### src/rbf_pkg.sv
package rbf_pkg;

  // Register addresses on the link's register port.
  localparam int ADDR_W = 2;
  localparam logic [1:0] STATUS_ADDR = 2'h0;
  localparam logic [1:0] CONTROL_ADDR = 2'h1;
  localparam logic [1:0] FORMAT_ADDR = 2'h2;
  localparam logic [1:0] DATA_ADDR = 2'h3;

  // Status register bit positions.
  localparam int STAT_RXC_BIT = 7;
  localparam int STAT_FE_BIT = 4;
  localparam int STAT_DOR_BIT = 3;
  localparam int STAT_UPE_BIT = 2;
  localparam logic [7:0] STAT_ERR_MASK = 8'h1C;

  // Control register bit positions.
  localparam int CTRL_RECEIVE_COMPLETE_IRQ_ENABLE_BIT = 7;
  localparam int CTRL_RECEIVER_ENABLE_BIT = 4;
  localparam int CTRL_SIZE2_BIT = 2;
  localparam int CTRL_RECEIVED_NINTH_BIT_BIT = 1;
  localparam int CTRL_NINTH_BIT_FIELD_BIT = 0;
  localparam logic [7:0] CTRL_WR_MASK = 8'h95;
  localparam logic [7:0] CONTROL_RESET = 8'h00;

  // Format register bit positions.
  localparam int FMT_PAR_EN_BIT = 5;
  localparam int FMT_PAR_ODD_BIT = 4;
  localparam int FMT_STOP_BIT = 3;
  localparam int FMT_SIZE_HI_BIT = 2;
  localparam int FMT_SIZE_LO_BIT = 1;
  localparam logic [7:0] FORMAT_WR_MASK = 8'h3E;
  localparam logic [7:0] FORMAT_RESET = 8'h06;

  // Buffer entry layout: nine data bits, then the three error flags.
  localparam int DATA_W = 9;
  localparam int ENT_W = 12;
  localparam int ENT_FE_BIT = 9;
  localparam int ENT_DOR_BIT = 10;
  localparam int ENT_UPE_BIT = 11;
  localparam logic [1:0] BUF_DEPTH = 2'h2;

  // Host sequencer states, one-hot.
  typedef enum logic [6:0]
  {
    H_IDLE = 7'h01,
    H_RSTAT = 7'h02,
    H_RCTRL = 7'h04,
    H_RDATA = 7'h08,
    H_DONE = 7'h10,
    H_FCHK = 7'h20,
    H_WRITE = 7'h40
  } rbf_hstate_t;

  // Mask of valid data bits for a character size code.
  function automatic logic [8:0] sizeMask(input logic [2:0] size);
    case (size)
      3'h0: sizeMask = 9'h01F;
      3'h1: sizeMask = 9'h03F;
      3'h2: sizeMask = 9'h07F;
      3'h3: sizeMask = 9'h0FF;
      3'h7: sizeMask = 9'h1FF;
      default: sizeMask = 9'h0FF;
    endcase
  endfunction

endpackage

### src/rbf_link_if.sv
`timescale 1ns/1ps
// Register port between the receive buffer and the party reading it.
interface rbf_link_if;
  logic [1:0] regAddr; // Register address.
  logic regRd; // Read strobe, one cycle.
  logic regWr; // Write strobe, one cycle.
  logic [7:0] regWdata; // Write data.
  logic [7:0] regRdata; // Read data, valid with regRvalid.
  logic regRvalid; // Read answer, one cycle after regRd.
  logic rxcIrq; // Receive-complete request, level.

  modport devEnd
  (
    input regAddr,
    input regRd,
    input regWr,
    input regWdata,
    output regRdata,
    output regRvalid,
    output rxcIrq
  );

  modport hostEnd
  (
    output regAddr,
    output regRd,
    output regWr,
    output regWdata,
    input regRdata,
    input regRvalid,
    input rxcIrq
  );
endinterface

### src/rbf_rx_buffer.sv
`timescale 1ns/1ps
// Overview of operation
// - Software reads status and ninth bit before data.
// - Data read advances buffer; flags follow next entry.
// - Complete flag high exactly while unread data exists.
// - Receiver disable flushes all buffered entries.
// - Level interrupt while enable and complete flag set.
// - Handler must read data to drop request.
// - Error flags stored with their frame's entry.
// - Error flag bits ignore software writes.
// - Software writes zeros into error flag positions.
// - Error flags never raise an interrupt.
// - Frame error equals inverted first stop bit.
// - Only the first stop bit is checked.
// - Overrun: buffer full, frame waiting, new start.
// - Overrun clears on successful transfer into buffer.
// - Parity checked only when enabled; odd/even select.
// - Parity error kept per entry, zero when unchecked.
// - Disable is immediate; frame discarded, pin released.
// - Flush by reading data until flag clears.
// - Complete frame moves into buffer after stop bit.
// - Unused upper data bits read as zero.
// - Enable activates reception and takes the pin.
module rbf_rx_buffer
(
  input wire logic clk_sys,
  input wire logic rst_n,
  input wire logic clkEn,
  rbf_link_if.devEnd link,
  input wire logic frameValid,
  input wire logic [8:0] frameData,
  input wire logic frameParity,
  input wire logic frameStop,
  input wire logic startDetect,
  output logic frameDiscard,
  output logic rxPinOverride
);
  logic [7:0] control_q; // Writable control bits.
  logic [7:0] format_q; // Frame format bits.
  logic [11:0] bufMem [0:1]; // Two-entry receive buffer.
  logic wrPtr_q; // Next slot to fill.
  logic rdPtr_q; // Slot presented to software.
  logic [1:0] count_q; // Unread entries.
  logic pendValid_q; // A finished frame waits in the shift register.
  logic [11:0] pendEntry_q; // That frame with its flags.
  logic overrun_q; // Frames were lost since the last transfer.
  logic [7:0] rdata_q; // Read answer.
  logic rvalid_q; // Read answer strobe.
  logic irq_q; // Receive-complete request.
  logic discard_q; // One-cycle pulse on receiver disable.
  logic [11:0] checked; // Entry built from the incoming frame.
  logic [11:0] head; // Entry at the read position.
  logic receiver_enable; // Receiver enable.
  logic flush; // Software is clearing the receiver enable.
  logic pop; // Software reads the data location.
  logic push; // Waiting frame moves into the buffer.
  logic full; // Buffer holds two entries.
  logic [2:0] sizeCode; // Character size code.
  logic [7:0] statusView; // Assembled status register.
  logic [11:0] pushEntry; // Entry written on push, with overrun.

  assign receiver_enable = control_q[rbf_pkg::CTRL_RECEIVER_ENABLE_BIT];
  assign sizeCode = {control_q[rbf_pkg::CTRL_SIZE2_BIT],
    format_q[rbf_pkg::FMT_SIZE_HI_BIT], format_q[rbf_pkg::FMT_SIZE_LO_BIT]};
  assign head = bufMem[rdPtr_q];
  assign full = (count_q == rbf_pkg::BUF_DEPTH);
  assign flush = link.regWr && (link.regAddr == rbf_pkg::CONTROL_ADDR) &&
    !link.regWdata[rbf_pkg::CTRL_RECEIVER_ENABLE_BIT];
  assign pop = link.regRd && (link.regAddr == rbf_pkg::DATA_ADDR) &&
    (count_q != 2'h0);
  // A waiting frame moves in when a slot is free or freed this cycle.
  assign push = pendValid_q && (!full || pop) && receiver_enable && !flush;

  // Outputs all come straight from flip-flops.
  assign link.regRdata = rdata_q;
  assign link.regRvalid = rvalid_q;
  assign link.rxcIrq = irq_q;
  assign frameDiscard = discard_q;
  assign rxPinOverride = control_q[rbf_pkg::CTRL_RECEIVER_ENABLE_BIT];

  // Entry builder: data masking, stop-bit and parity checks.
  rbf_frame_check u_check
  (
    .frameData(frameData),
    .frameParity(frameParity),
    .frameStop(frameStop),
    .sizeCode(sizeCode),
    .parEn(format_q[rbf_pkg::FMT_PAR_EN_BIT]),
    .parOdd(format_q[rbf_pkg::FMT_PAR_ODD_BIT]),
    .entry(checked)
  );

  // The overrun indication travels with the frame that follows the loss.
  always_comb
  begin
    pushEntry = pendEntry_q;
    pushEntry[rbf_pkg::ENT_DOR_BIT] = overrun_q;
  end

  // Status view; flags are those of the entry at the read position.
  always_comb
  begin
    statusView = 8'h00;
    statusView[rbf_pkg::STAT_RXC_BIT] = (count_q != 2'h0);
    if (count_q != 2'h0)
    begin
      statusView[rbf_pkg::STAT_FE_BIT] = head[rbf_pkg::ENT_FE_BIT];
      statusView[rbf_pkg::STAT_DOR_BIT] = head[rbf_pkg::ENT_DOR_BIT];
      statusView[rbf_pkg::STAT_UPE_BIT] = head[rbf_pkg::ENT_UPE_BIT];
    end
  end

  // Control and format registers. The status register has no
  // writable bits, so a write there changes nothing.
  always_ff @(posedge clk_sys or negedge rst_n)
  begin
    if (!rst_n)
    begin
      control_q <= rbf_pkg::CONTROL_RESET;
      format_q <= rbf_pkg::FORMAT_RESET;
    end
    else if (clkEn && link.regWr)
    begin
      // Error flags live only in the buffer; writes never reach them.
      if (link.regAddr == rbf_pkg::CONTROL_ADDR)
      begin
        control_q <= link.regWdata & rbf_pkg::CTRL_WR_MASK;
      end
      else if (link.regAddr == rbf_pkg::FORMAT_ADDR)
      begin
        format_q <= link.regWdata & rbf_pkg::FORMAT_WR_MASK;
      end
    end
  end

  // Shift-register holding slot. A frame that finds the buffer full
  // waits here; a later frame overwrites it, which is the loss case.
  always_ff @(posedge clk_sys or negedge rst_n)
  begin
    if (!rst_n)
    begin
      pendValid_q <= 1'b0;
      pendEntry_q <= '0;
    end
    else if (clkEn)
    begin
      if (flush || !receiver_enable)
      begin
        pendValid_q <= 1'b0;
      end
      else if (frameValid)
      begin
        pendValid_q <= 1'b1;
        pendEntry_q <= checked;
      end
      else if (push)
      begin
        pendValid_q <= 1'b0;
      end
    end
  end

  // Overrun tracking. Set and clear cannot coincide: a push needs a
  // free slot, and the set needs a full buffer with no read.
  always_ff @(posedge clk_sys or negedge rst_n)
  begin
    if (!rst_n)
    begin
      overrun_q <= 1'b0;
    end
    else if (clkEn)
    begin
      if (flush || !receiver_enable)
      begin
        overrun_q <= 1'b0;
      end
      else if (push)
      begin
        overrun_q <= 1'b0;
      end
      else if (startDetect && pendValid_q && full && !pop)
      begin
        overrun_q <= 1'b1;
      end
    end
  end

  // Buffer storage. No reset is needed: count_q guards every read.
  always_ff @(posedge clk_sys)
  begin
    if (clkEn && push)
    begin
      bufMem[wrPtr_q] <= pushEntry;
    end
  end

  // Pointers and fill level.
  always_ff @(posedge clk_sys or negedge rst_n)
  begin
    if (!rst_n)
    begin
      wrPtr_q <= 1'b0;
      rdPtr_q <= 1'b0;
      count_q <= 2'h0;
    end
    else if (clkEn)
    begin
      if (flush || !receiver_enable)
      begin
        // Unread data is thrown away when the receiver is disabled.
        wrPtr_q <= 1'b0;
        rdPtr_q <= 1'b0;
        count_q <= 2'h0;
      end
      else
      begin
        if (push)
        begin
          wrPtr_q <= ~wrPtr_q;
        end
        if (pop)
        begin
          rdPtr_q <= ~rdPtr_q;
        end
        if (push && !pop)
        begin
          count_q <= count_q + 2'h1;
        end
        else if (pop && !push)
        begin
          count_q <= count_q - 2'h1;
        end
      end
    end
  end

  // Read answers, one cycle after the strobe.
  always_ff @(posedge clk_sys or negedge rst_n)
  begin
    if (!rst_n)
    begin
      rdata_q <= 8'h00;
      rvalid_q <= 1'b0;
    end
    else if (clkEn)
    begin
      rvalid_q <= link.regRd;
      if (link.regRd)
      begin
        case (link.regAddr)
          rbf_pkg::STATUS_ADDR: rdata_q <= statusView;
          rbf_pkg::CONTROL_ADDR:
          begin
            rdata_q <= control_q;
            rdata_q[rbf_pkg::CTRL_RECEIVED_NINTH_BIT_BIT] <= (count_q != 2'h0) &&
              head[8];
          end
          rbf_pkg::FORMAT_ADDR: rdata_q <= format_q;
          rbf_pkg::DATA_ADDR:
            rdata_q <= (count_q != 2'h0) ? head[7:0] : 8'h00;
          default: rdata_q <= 8'h00;
        endcase
      end
    end
  end

  // Interrupt request: a level that follows the complete flag, with
  // no contribution from any error flag.
  always_ff @(posedge clk_sys or negedge rst_n)
  begin
    if (!rst_n)
    begin
      irq_q <= 1'b0;
    end
    else if (clkEn)
    begin
      irq_q <= control_q[rbf_pkg::CTRL_RECEIVE_COMPLETE_IRQ_ENABLE_BIT] &&
        (count_q != 2'h0);
    end
  end

  // Tell the bit sampler to drop any frame in progress on disable.
  always_ff @(posedge clk_sys or negedge rst_n)
  begin
    if (!rst_n)
    begin
      discard_q <= 1'b0;
    end
    else if (clkEn)
    begin
      discard_q <= flush;
    end
  end
endmodule

### src/rbf_frame_check.sv
`timescale 1ns/1ps
// Builds one buffer entry from a frame leaving the shift register.
module rbf_frame_check
(
  input wire logic [8:0] frameData,
  input wire logic frameParity,
  input wire logic frameStop,
  input wire logic [2:0] sizeCode,
  input wire logic parEn,
  input wire logic parOdd,
  output logic [11:0] entry
);
  logic [8:0] dataMasked; // Unused upper bits forced to zero.
  logic parErr; // Parity mismatch while checking is on.

  // Parity is taken over the bits that belong to the character only.
  always_comb
  begin
    dataMasked = frameData & rbf_pkg::sizeMask(sizeCode);
    parErr = parEn & (((^dataMasked) ^ parOdd) != frameParity);
    entry = '0;
    entry[8:0] = dataMasked;
    entry[rbf_pkg::ENT_FE_BIT] = ~frameStop;
    entry[rbf_pkg::ENT_UPE_BIT] = parErr;
  end
endmodule

### src/flat_wrapper.sv
// flat-port wrapper written by rule: the top's interface ports become plain ports
module rbf_rx_buffer_flat 
  (clk_sys, rst_n, clkEn, frameValid, frameData, frameParity, frameStop, startDetect, frameDiscard, rxPinOverride, link_regAddr, link_regRd, link_regWr, link_regWdata, link_regRdata, link_regRvalid, link_rxcIrq);
  rbf_link_if link_i ();
  input wire logic clk_sys;
  input wire logic rst_n;
  input wire logic clkEn;
  input wire logic frameValid;
  input wire logic [8:0] frameData;
  input wire logic frameParity;
  input wire logic frameStop;
  input wire logic startDetect;
  output logic frameDiscard;
  output logic rxPinOverride;
  input wire logic [$bits(link_i.regAddr)-1:0] link_regAddr;
  input wire logic [$bits(link_i.regRd)-1:0] link_regRd;
  input wire logic [$bits(link_i.regWr)-1:0] link_regWr;
  input wire logic [$bits(link_i.regWdata)-1:0] link_regWdata;
  output wire logic [$bits(link_i.regRdata)-1:0] link_regRdata;
  output wire logic [$bits(link_i.regRvalid)-1:0] link_regRvalid;
  output wire logic [$bits(link_i.rxcIrq)-1:0] link_rxcIrq;
  assign link_i.regAddr = link_regAddr;
  assign link_i.regRd = link_regRd;
  assign link_i.regWr = link_regWr;
  assign link_i.regWdata = link_regWdata;
  assign link_regRdata = link_i.regRdata;
  assign link_regRvalid = link_i.regRvalid;
  assign link_rxcIrq = link_i.rxcIrq;
  rbf_rx_buffer u_core (.clk_sys(clk_sys), .rst_n(rst_n), .clkEn(clkEn), .link(link_i), .frameValid(frameValid), .frameData(frameData), .frameParity(frameParity), .frameStop(frameStop), .startDetect(startDetect), .frameDiscard(frameDiscard), .rxPinOverride(rxPinOverride));
endmodule
### config.mk
export PLATFORM = sky130hd
export DESIGN_NAME = rbf_rx_buffer_flat
export DESIGN_NICKNAME = d
export VERILOG_FILES = /design/src/rbf_pkg.sv /design/src/rbf_link_if.sv /design/src/rbf_rx_buffer.sv /design/src/rbf_frame_check.sv /design/src/flat_wrapper.sv
export SDC_FILE = /design/constraint.sdc
export NUM_CORES = 1
export LEC_CHECK = 0
export ABC_CLOCK_PERIOD_IN_PS = 2450
export BUFFER_PORTS_ARGS = -buffer_cell sky130_fd_sc_hd__buf_4
export CAP_MARGIN = 20
export CELL_PAD_IN_SITES_DETAIL_PLACEMENT = 1
export CELL_PAD_IN_SITES_GLOBAL_PLACEMENT = 1
export CORE_UTILIZATION = 28
export CTS_CLUSTER_DIAMETER = 40
export CTS_CLUSTER_SIZE = 8
export DETAILED_ROUTE_END_ITERATION = 6
export PLACE_DENSITY = 0.56
export SETUP_SLACK_MARGIN = 0.4
export SYNTH_ARGS = -nofsm -noshare
export SYNTH_HDL_FRONTEND = slang
export SYNTH_SLANG_ARGS = --single-unit
### constraint.sdc
create_clock -name clk_sys -period 2.45 [get_ports clk_sys]
set_input_delay 0.49 -clock clk_sys [delete_from_list [all_inputs] [get_ports clk_sys]]
set_output_delay 0.49 -clock clk_sys [all_outputs]
set_load 0.005 [all_outputs]
==> results.py <==
metrics = {
    "outcome": {
        "status": "finished clean",
    },
    "critical_path": {
        "worst_path_max_delay_cell": "dfrtp_1",
        "critical-path-max-stage-delay_ns": 0.46,
        "startpoint_type": "register",
        "critical_path.top_delay_family": "flip-flops",
        "r2r-end": "u_core.count_q[1]$_DFFE_PN0P_",
        "worstPathMaxFanout": 7,
        "path_cells": "nand2b_1 -> o21ai_0 -> nor2_1 -> ha_1 -> xor2_1 -> nor2_1 -> o21ai_0 -> nand2_1 -> o41ai_1",
        "cp.depth": 9,
        "path_buf_inv": 0,
        "path_class": "reg -> reg",
        "crit_required_ns": 2.67,
        "ff2ff_path_depth": 9,
        "regToRegSetupSlack_ns": 0.66,
        "r2r_start": "u_core.count_q[0]$_DFFE_PN0P_",
        "critPathArrivalTime_ns": 2.01,
        "end_kind": "register",
    },
    "sta": {
        "report.final.slew_viol_count": 0,
        "final_hold_viol_count": 0,
        "tightest_slew_ns": 0.503,
        "fin_crit_sh": 0.729,
        "timing.fmax_mhz": 560,
        "post-route-min-period_ns": 1.79,
        "rsz0062_at_grt": "false",
        "setup_tns_ns": 0,
        "maxSlewHeadroom": 0.665,
        "fin_skew_ns": 0.00959,
        "setup_viol": 0,
    },
    "drt": {
        "wl_met3_um": 186,
        "dr.pass1.iters": 4,
        "vias": 1803,
        "vias_per_cell": 4.54,
        "wl_met1_um": 2880,
        "drc": 0,
        "wl_per_cell_um": 14.9,
        "met2WireLength_um": 2800,
        "postRouteAntennaNets": 0,
        "wl_um": 5900,
        "drt_iter0_drc": 74,
        "top_layer_used": "met4",
    },
    "global_route": {
        "grt_overflow": 0,
        "grt_usage": 0.133,
        "grt_first_pass_wirelength_um": 9760,
        "antenna_found_initial": 0,
        "grt_pass1_vias": 1866,
        "grt_max_degree": 38,
    },
    "yosys": {
        "synth_top_cell_by_area": "dfrtp_1",
        "yosys_warnings": 0,
        "synth_top_cell_area_share": 0.329,
        "syn-cell-area_um2": 2660,
        "synth.area.top_cells": "dfrtp_1, edfxtp_1, mux2_2, nand2_1, o21ai_0",
        "syn_inst": 210,
        "synth-main-ff-cell": "dfrtp_1",
        "ys_ff_latch": 61,
        "yosysUniqueCellTypes": 40,
        "yosysMostFrequentCell": "dfrtp_1",
        "ys_seq_area_frac": 0.619,
        "synth_nets": 239,
        "synth_area_per_cell_um2": 12.7,
        "synth_edf_count": 24,
        "synth_common_cells": "dfrtp_1, nand2_1, edfxtp_1",
        "synthArstFlopShare": 0.607,
    },
    "floorplan": {
        "die_area_um2": 9900,
        "die_y_um": 99.5,
        "start_util": 0.288,
        "die_w_um": 99.5,
        "io_pins": 40,
        "core_region_area_um2": 9240,
        "num_rows": 35,
    },
    "pwr": {
        "vdd_ir_drop_max_mv": 0.412,
        "p_per_area_nw_per_um2": 767,
        "p_leak_uw": 0.00142,
        "total_power_uw": 2580,
    },
    "clocking": {
        "hold_buffers": 0,
        "cts_setup_buffers": 0,
        "cts-root-buf": "clkbuf_8",
        "clk_path_buf_depth": 2,
        "clk_pin_slew_ns": 0.07,
        "insertion_delay_ns": 0.33,
        "cts_max_level": 3,
        "cts-buffers-inserted": 9,
        "cts.sinks": 61,
        "cts_resized": 0,
        "cts_tree": "done",
    },
    "finish": {
        "stdcell_area_um2": 3370,
        "nets": 292,
        "final_layout_size_suffix_gt1_frac": 0.340,
        "area_growth_pct": 26.5,
        "diodes": 0,
    },
    "placement": {
        "hpwl_um": 4340,
        "io_buffers": 38,
        "placed_cell_area_um2": 3190,
        "finalWeightedCongestion": 0.681,
    },
    "min_path": {
        "hold_class": "in -> async",
    },
    "flow_run": {
        "drv_cap": 0,
    },
}
-- registers in the layout, indices dropped and copies added (netlist names), 2 cells and up --
signal and count:
u_core.bufMem 24, u_core.pendEntry_q 11, u_core.link.regRdata 8, u_core.format_q 5
u_core.control_q 4, u_core.count_q 2
-- layout make-up --
class                           instances  area, µm²
Fill cell                            1042       5870
Sequential cell                        61       1650
Multi-Input combinational cell        130        945
Timing Repair Buffer                   48        385
Tap cell                              129        161
Clock buffer                           12        155
Inverter                               13       48.8
Clock inverter                          4       22.5
-- through the flow --
stage / worst slack (ns) / hold WS (ns) / cells / utilization
2_1_floorplan: 0.405 / 0.194 / 210 / -
5_1_grt: 0.446 / 0.149 / 397 / 0.364
6_report: 0.663 / 0.130 / 397 / 0.364
3_3_place_gp: 0.397 / 0.449 / 381 / 0.345
3_5_place_dp: 0.331 / 0.454 / 381 / 0.345
4_1_cts: 0.624 / 0.137 / 397 / 0.364
-- where the power goes --
group | switching [µW] | internal [µW]
logic | 197 | 230
registers | 119 | 1250
clock network | 374 | 417
total | 690 | 1890
-- cell usage in the layout, fill, tap and decap left out, types with 2 or more instances in the layout --
cell type,netlist,routed
mux2_2,17,17
a21oi_1,3,3
o22ai_1,5,5
o21ai_0,19,19
nand2_1,28,28
xnor3_1,2,2
o221ai_1,2,2
xor2_1,2,2
nor2_1,7,7
o31ai_1,5,5
clkbuf_8,0,11
dfrtp_1,35,35
xnor2_1,3,3
a21bo_2,2,2
nor2b_1,2,2
mux2i_1,8,8
nor3_2,0,2
dfstp_2,2,2
buf_12,0,2
inv_1,13,13
buf_4,1,46
nand3_1,2,2
edfxtp_1,24,24
and3_1,2,2
clkinv_2,0,3
a22oi_1,3,3
-- cell families (layout without fill, tap and decap cells) --
group / Yosys count / after routing / share of synthesized area
AO/OA/AOI/OAI: 48 / 48 / 0.118
flip-flops: 61 / 61 / 0.619
XOR/XNOR: 8 / 8 / 0.0395
AND/OR/NAND/NOR: 47 / 47 / 0.0780
multiplexers: 26 / 26 / 0.110
adder cells (fa/ha/maj): 1 / 1 / 0.00470
buffers and inverters: 19 / 77 / 0.0296
-- routing by layer --
layer  track usage  vias to the layer above
met3        0.0429                        2
li1              -                      867
met5             0                        -
met1         0.174                      901
met2         0.211                       33
met4        0.0373                        0
-- worst max-delay path by stage --
stage	startpoint	to	slack (ns)
floorplan	link_regAddr[0]	u_core.bufMem[0][0]$_DFFE_PP_	0.41
global placement	link_regAddr[0]	u_core.bufMem[0][6]$_DFFE_PP_	0.40
detailed placement	link_regAddr[1]	u_core.count_q[1]$_DFFE_PN0P_	0.33
CTS	u_core.count_q[0]$_DFFE_PN0P_	u_core.count_q[1]$_DFFE_PN0P_	0.62
global route	u_core.count_q[0]$_DFFE_PN0P_	u_core.count_q[0]$_DFFE_PN0P_	0.45
finish	u_core.count_q[0]$_DFFE_PN0P_	u_core.count_q[1]$_DFFE_PN0P_	0.66
(Power assumes the default switching activity.)
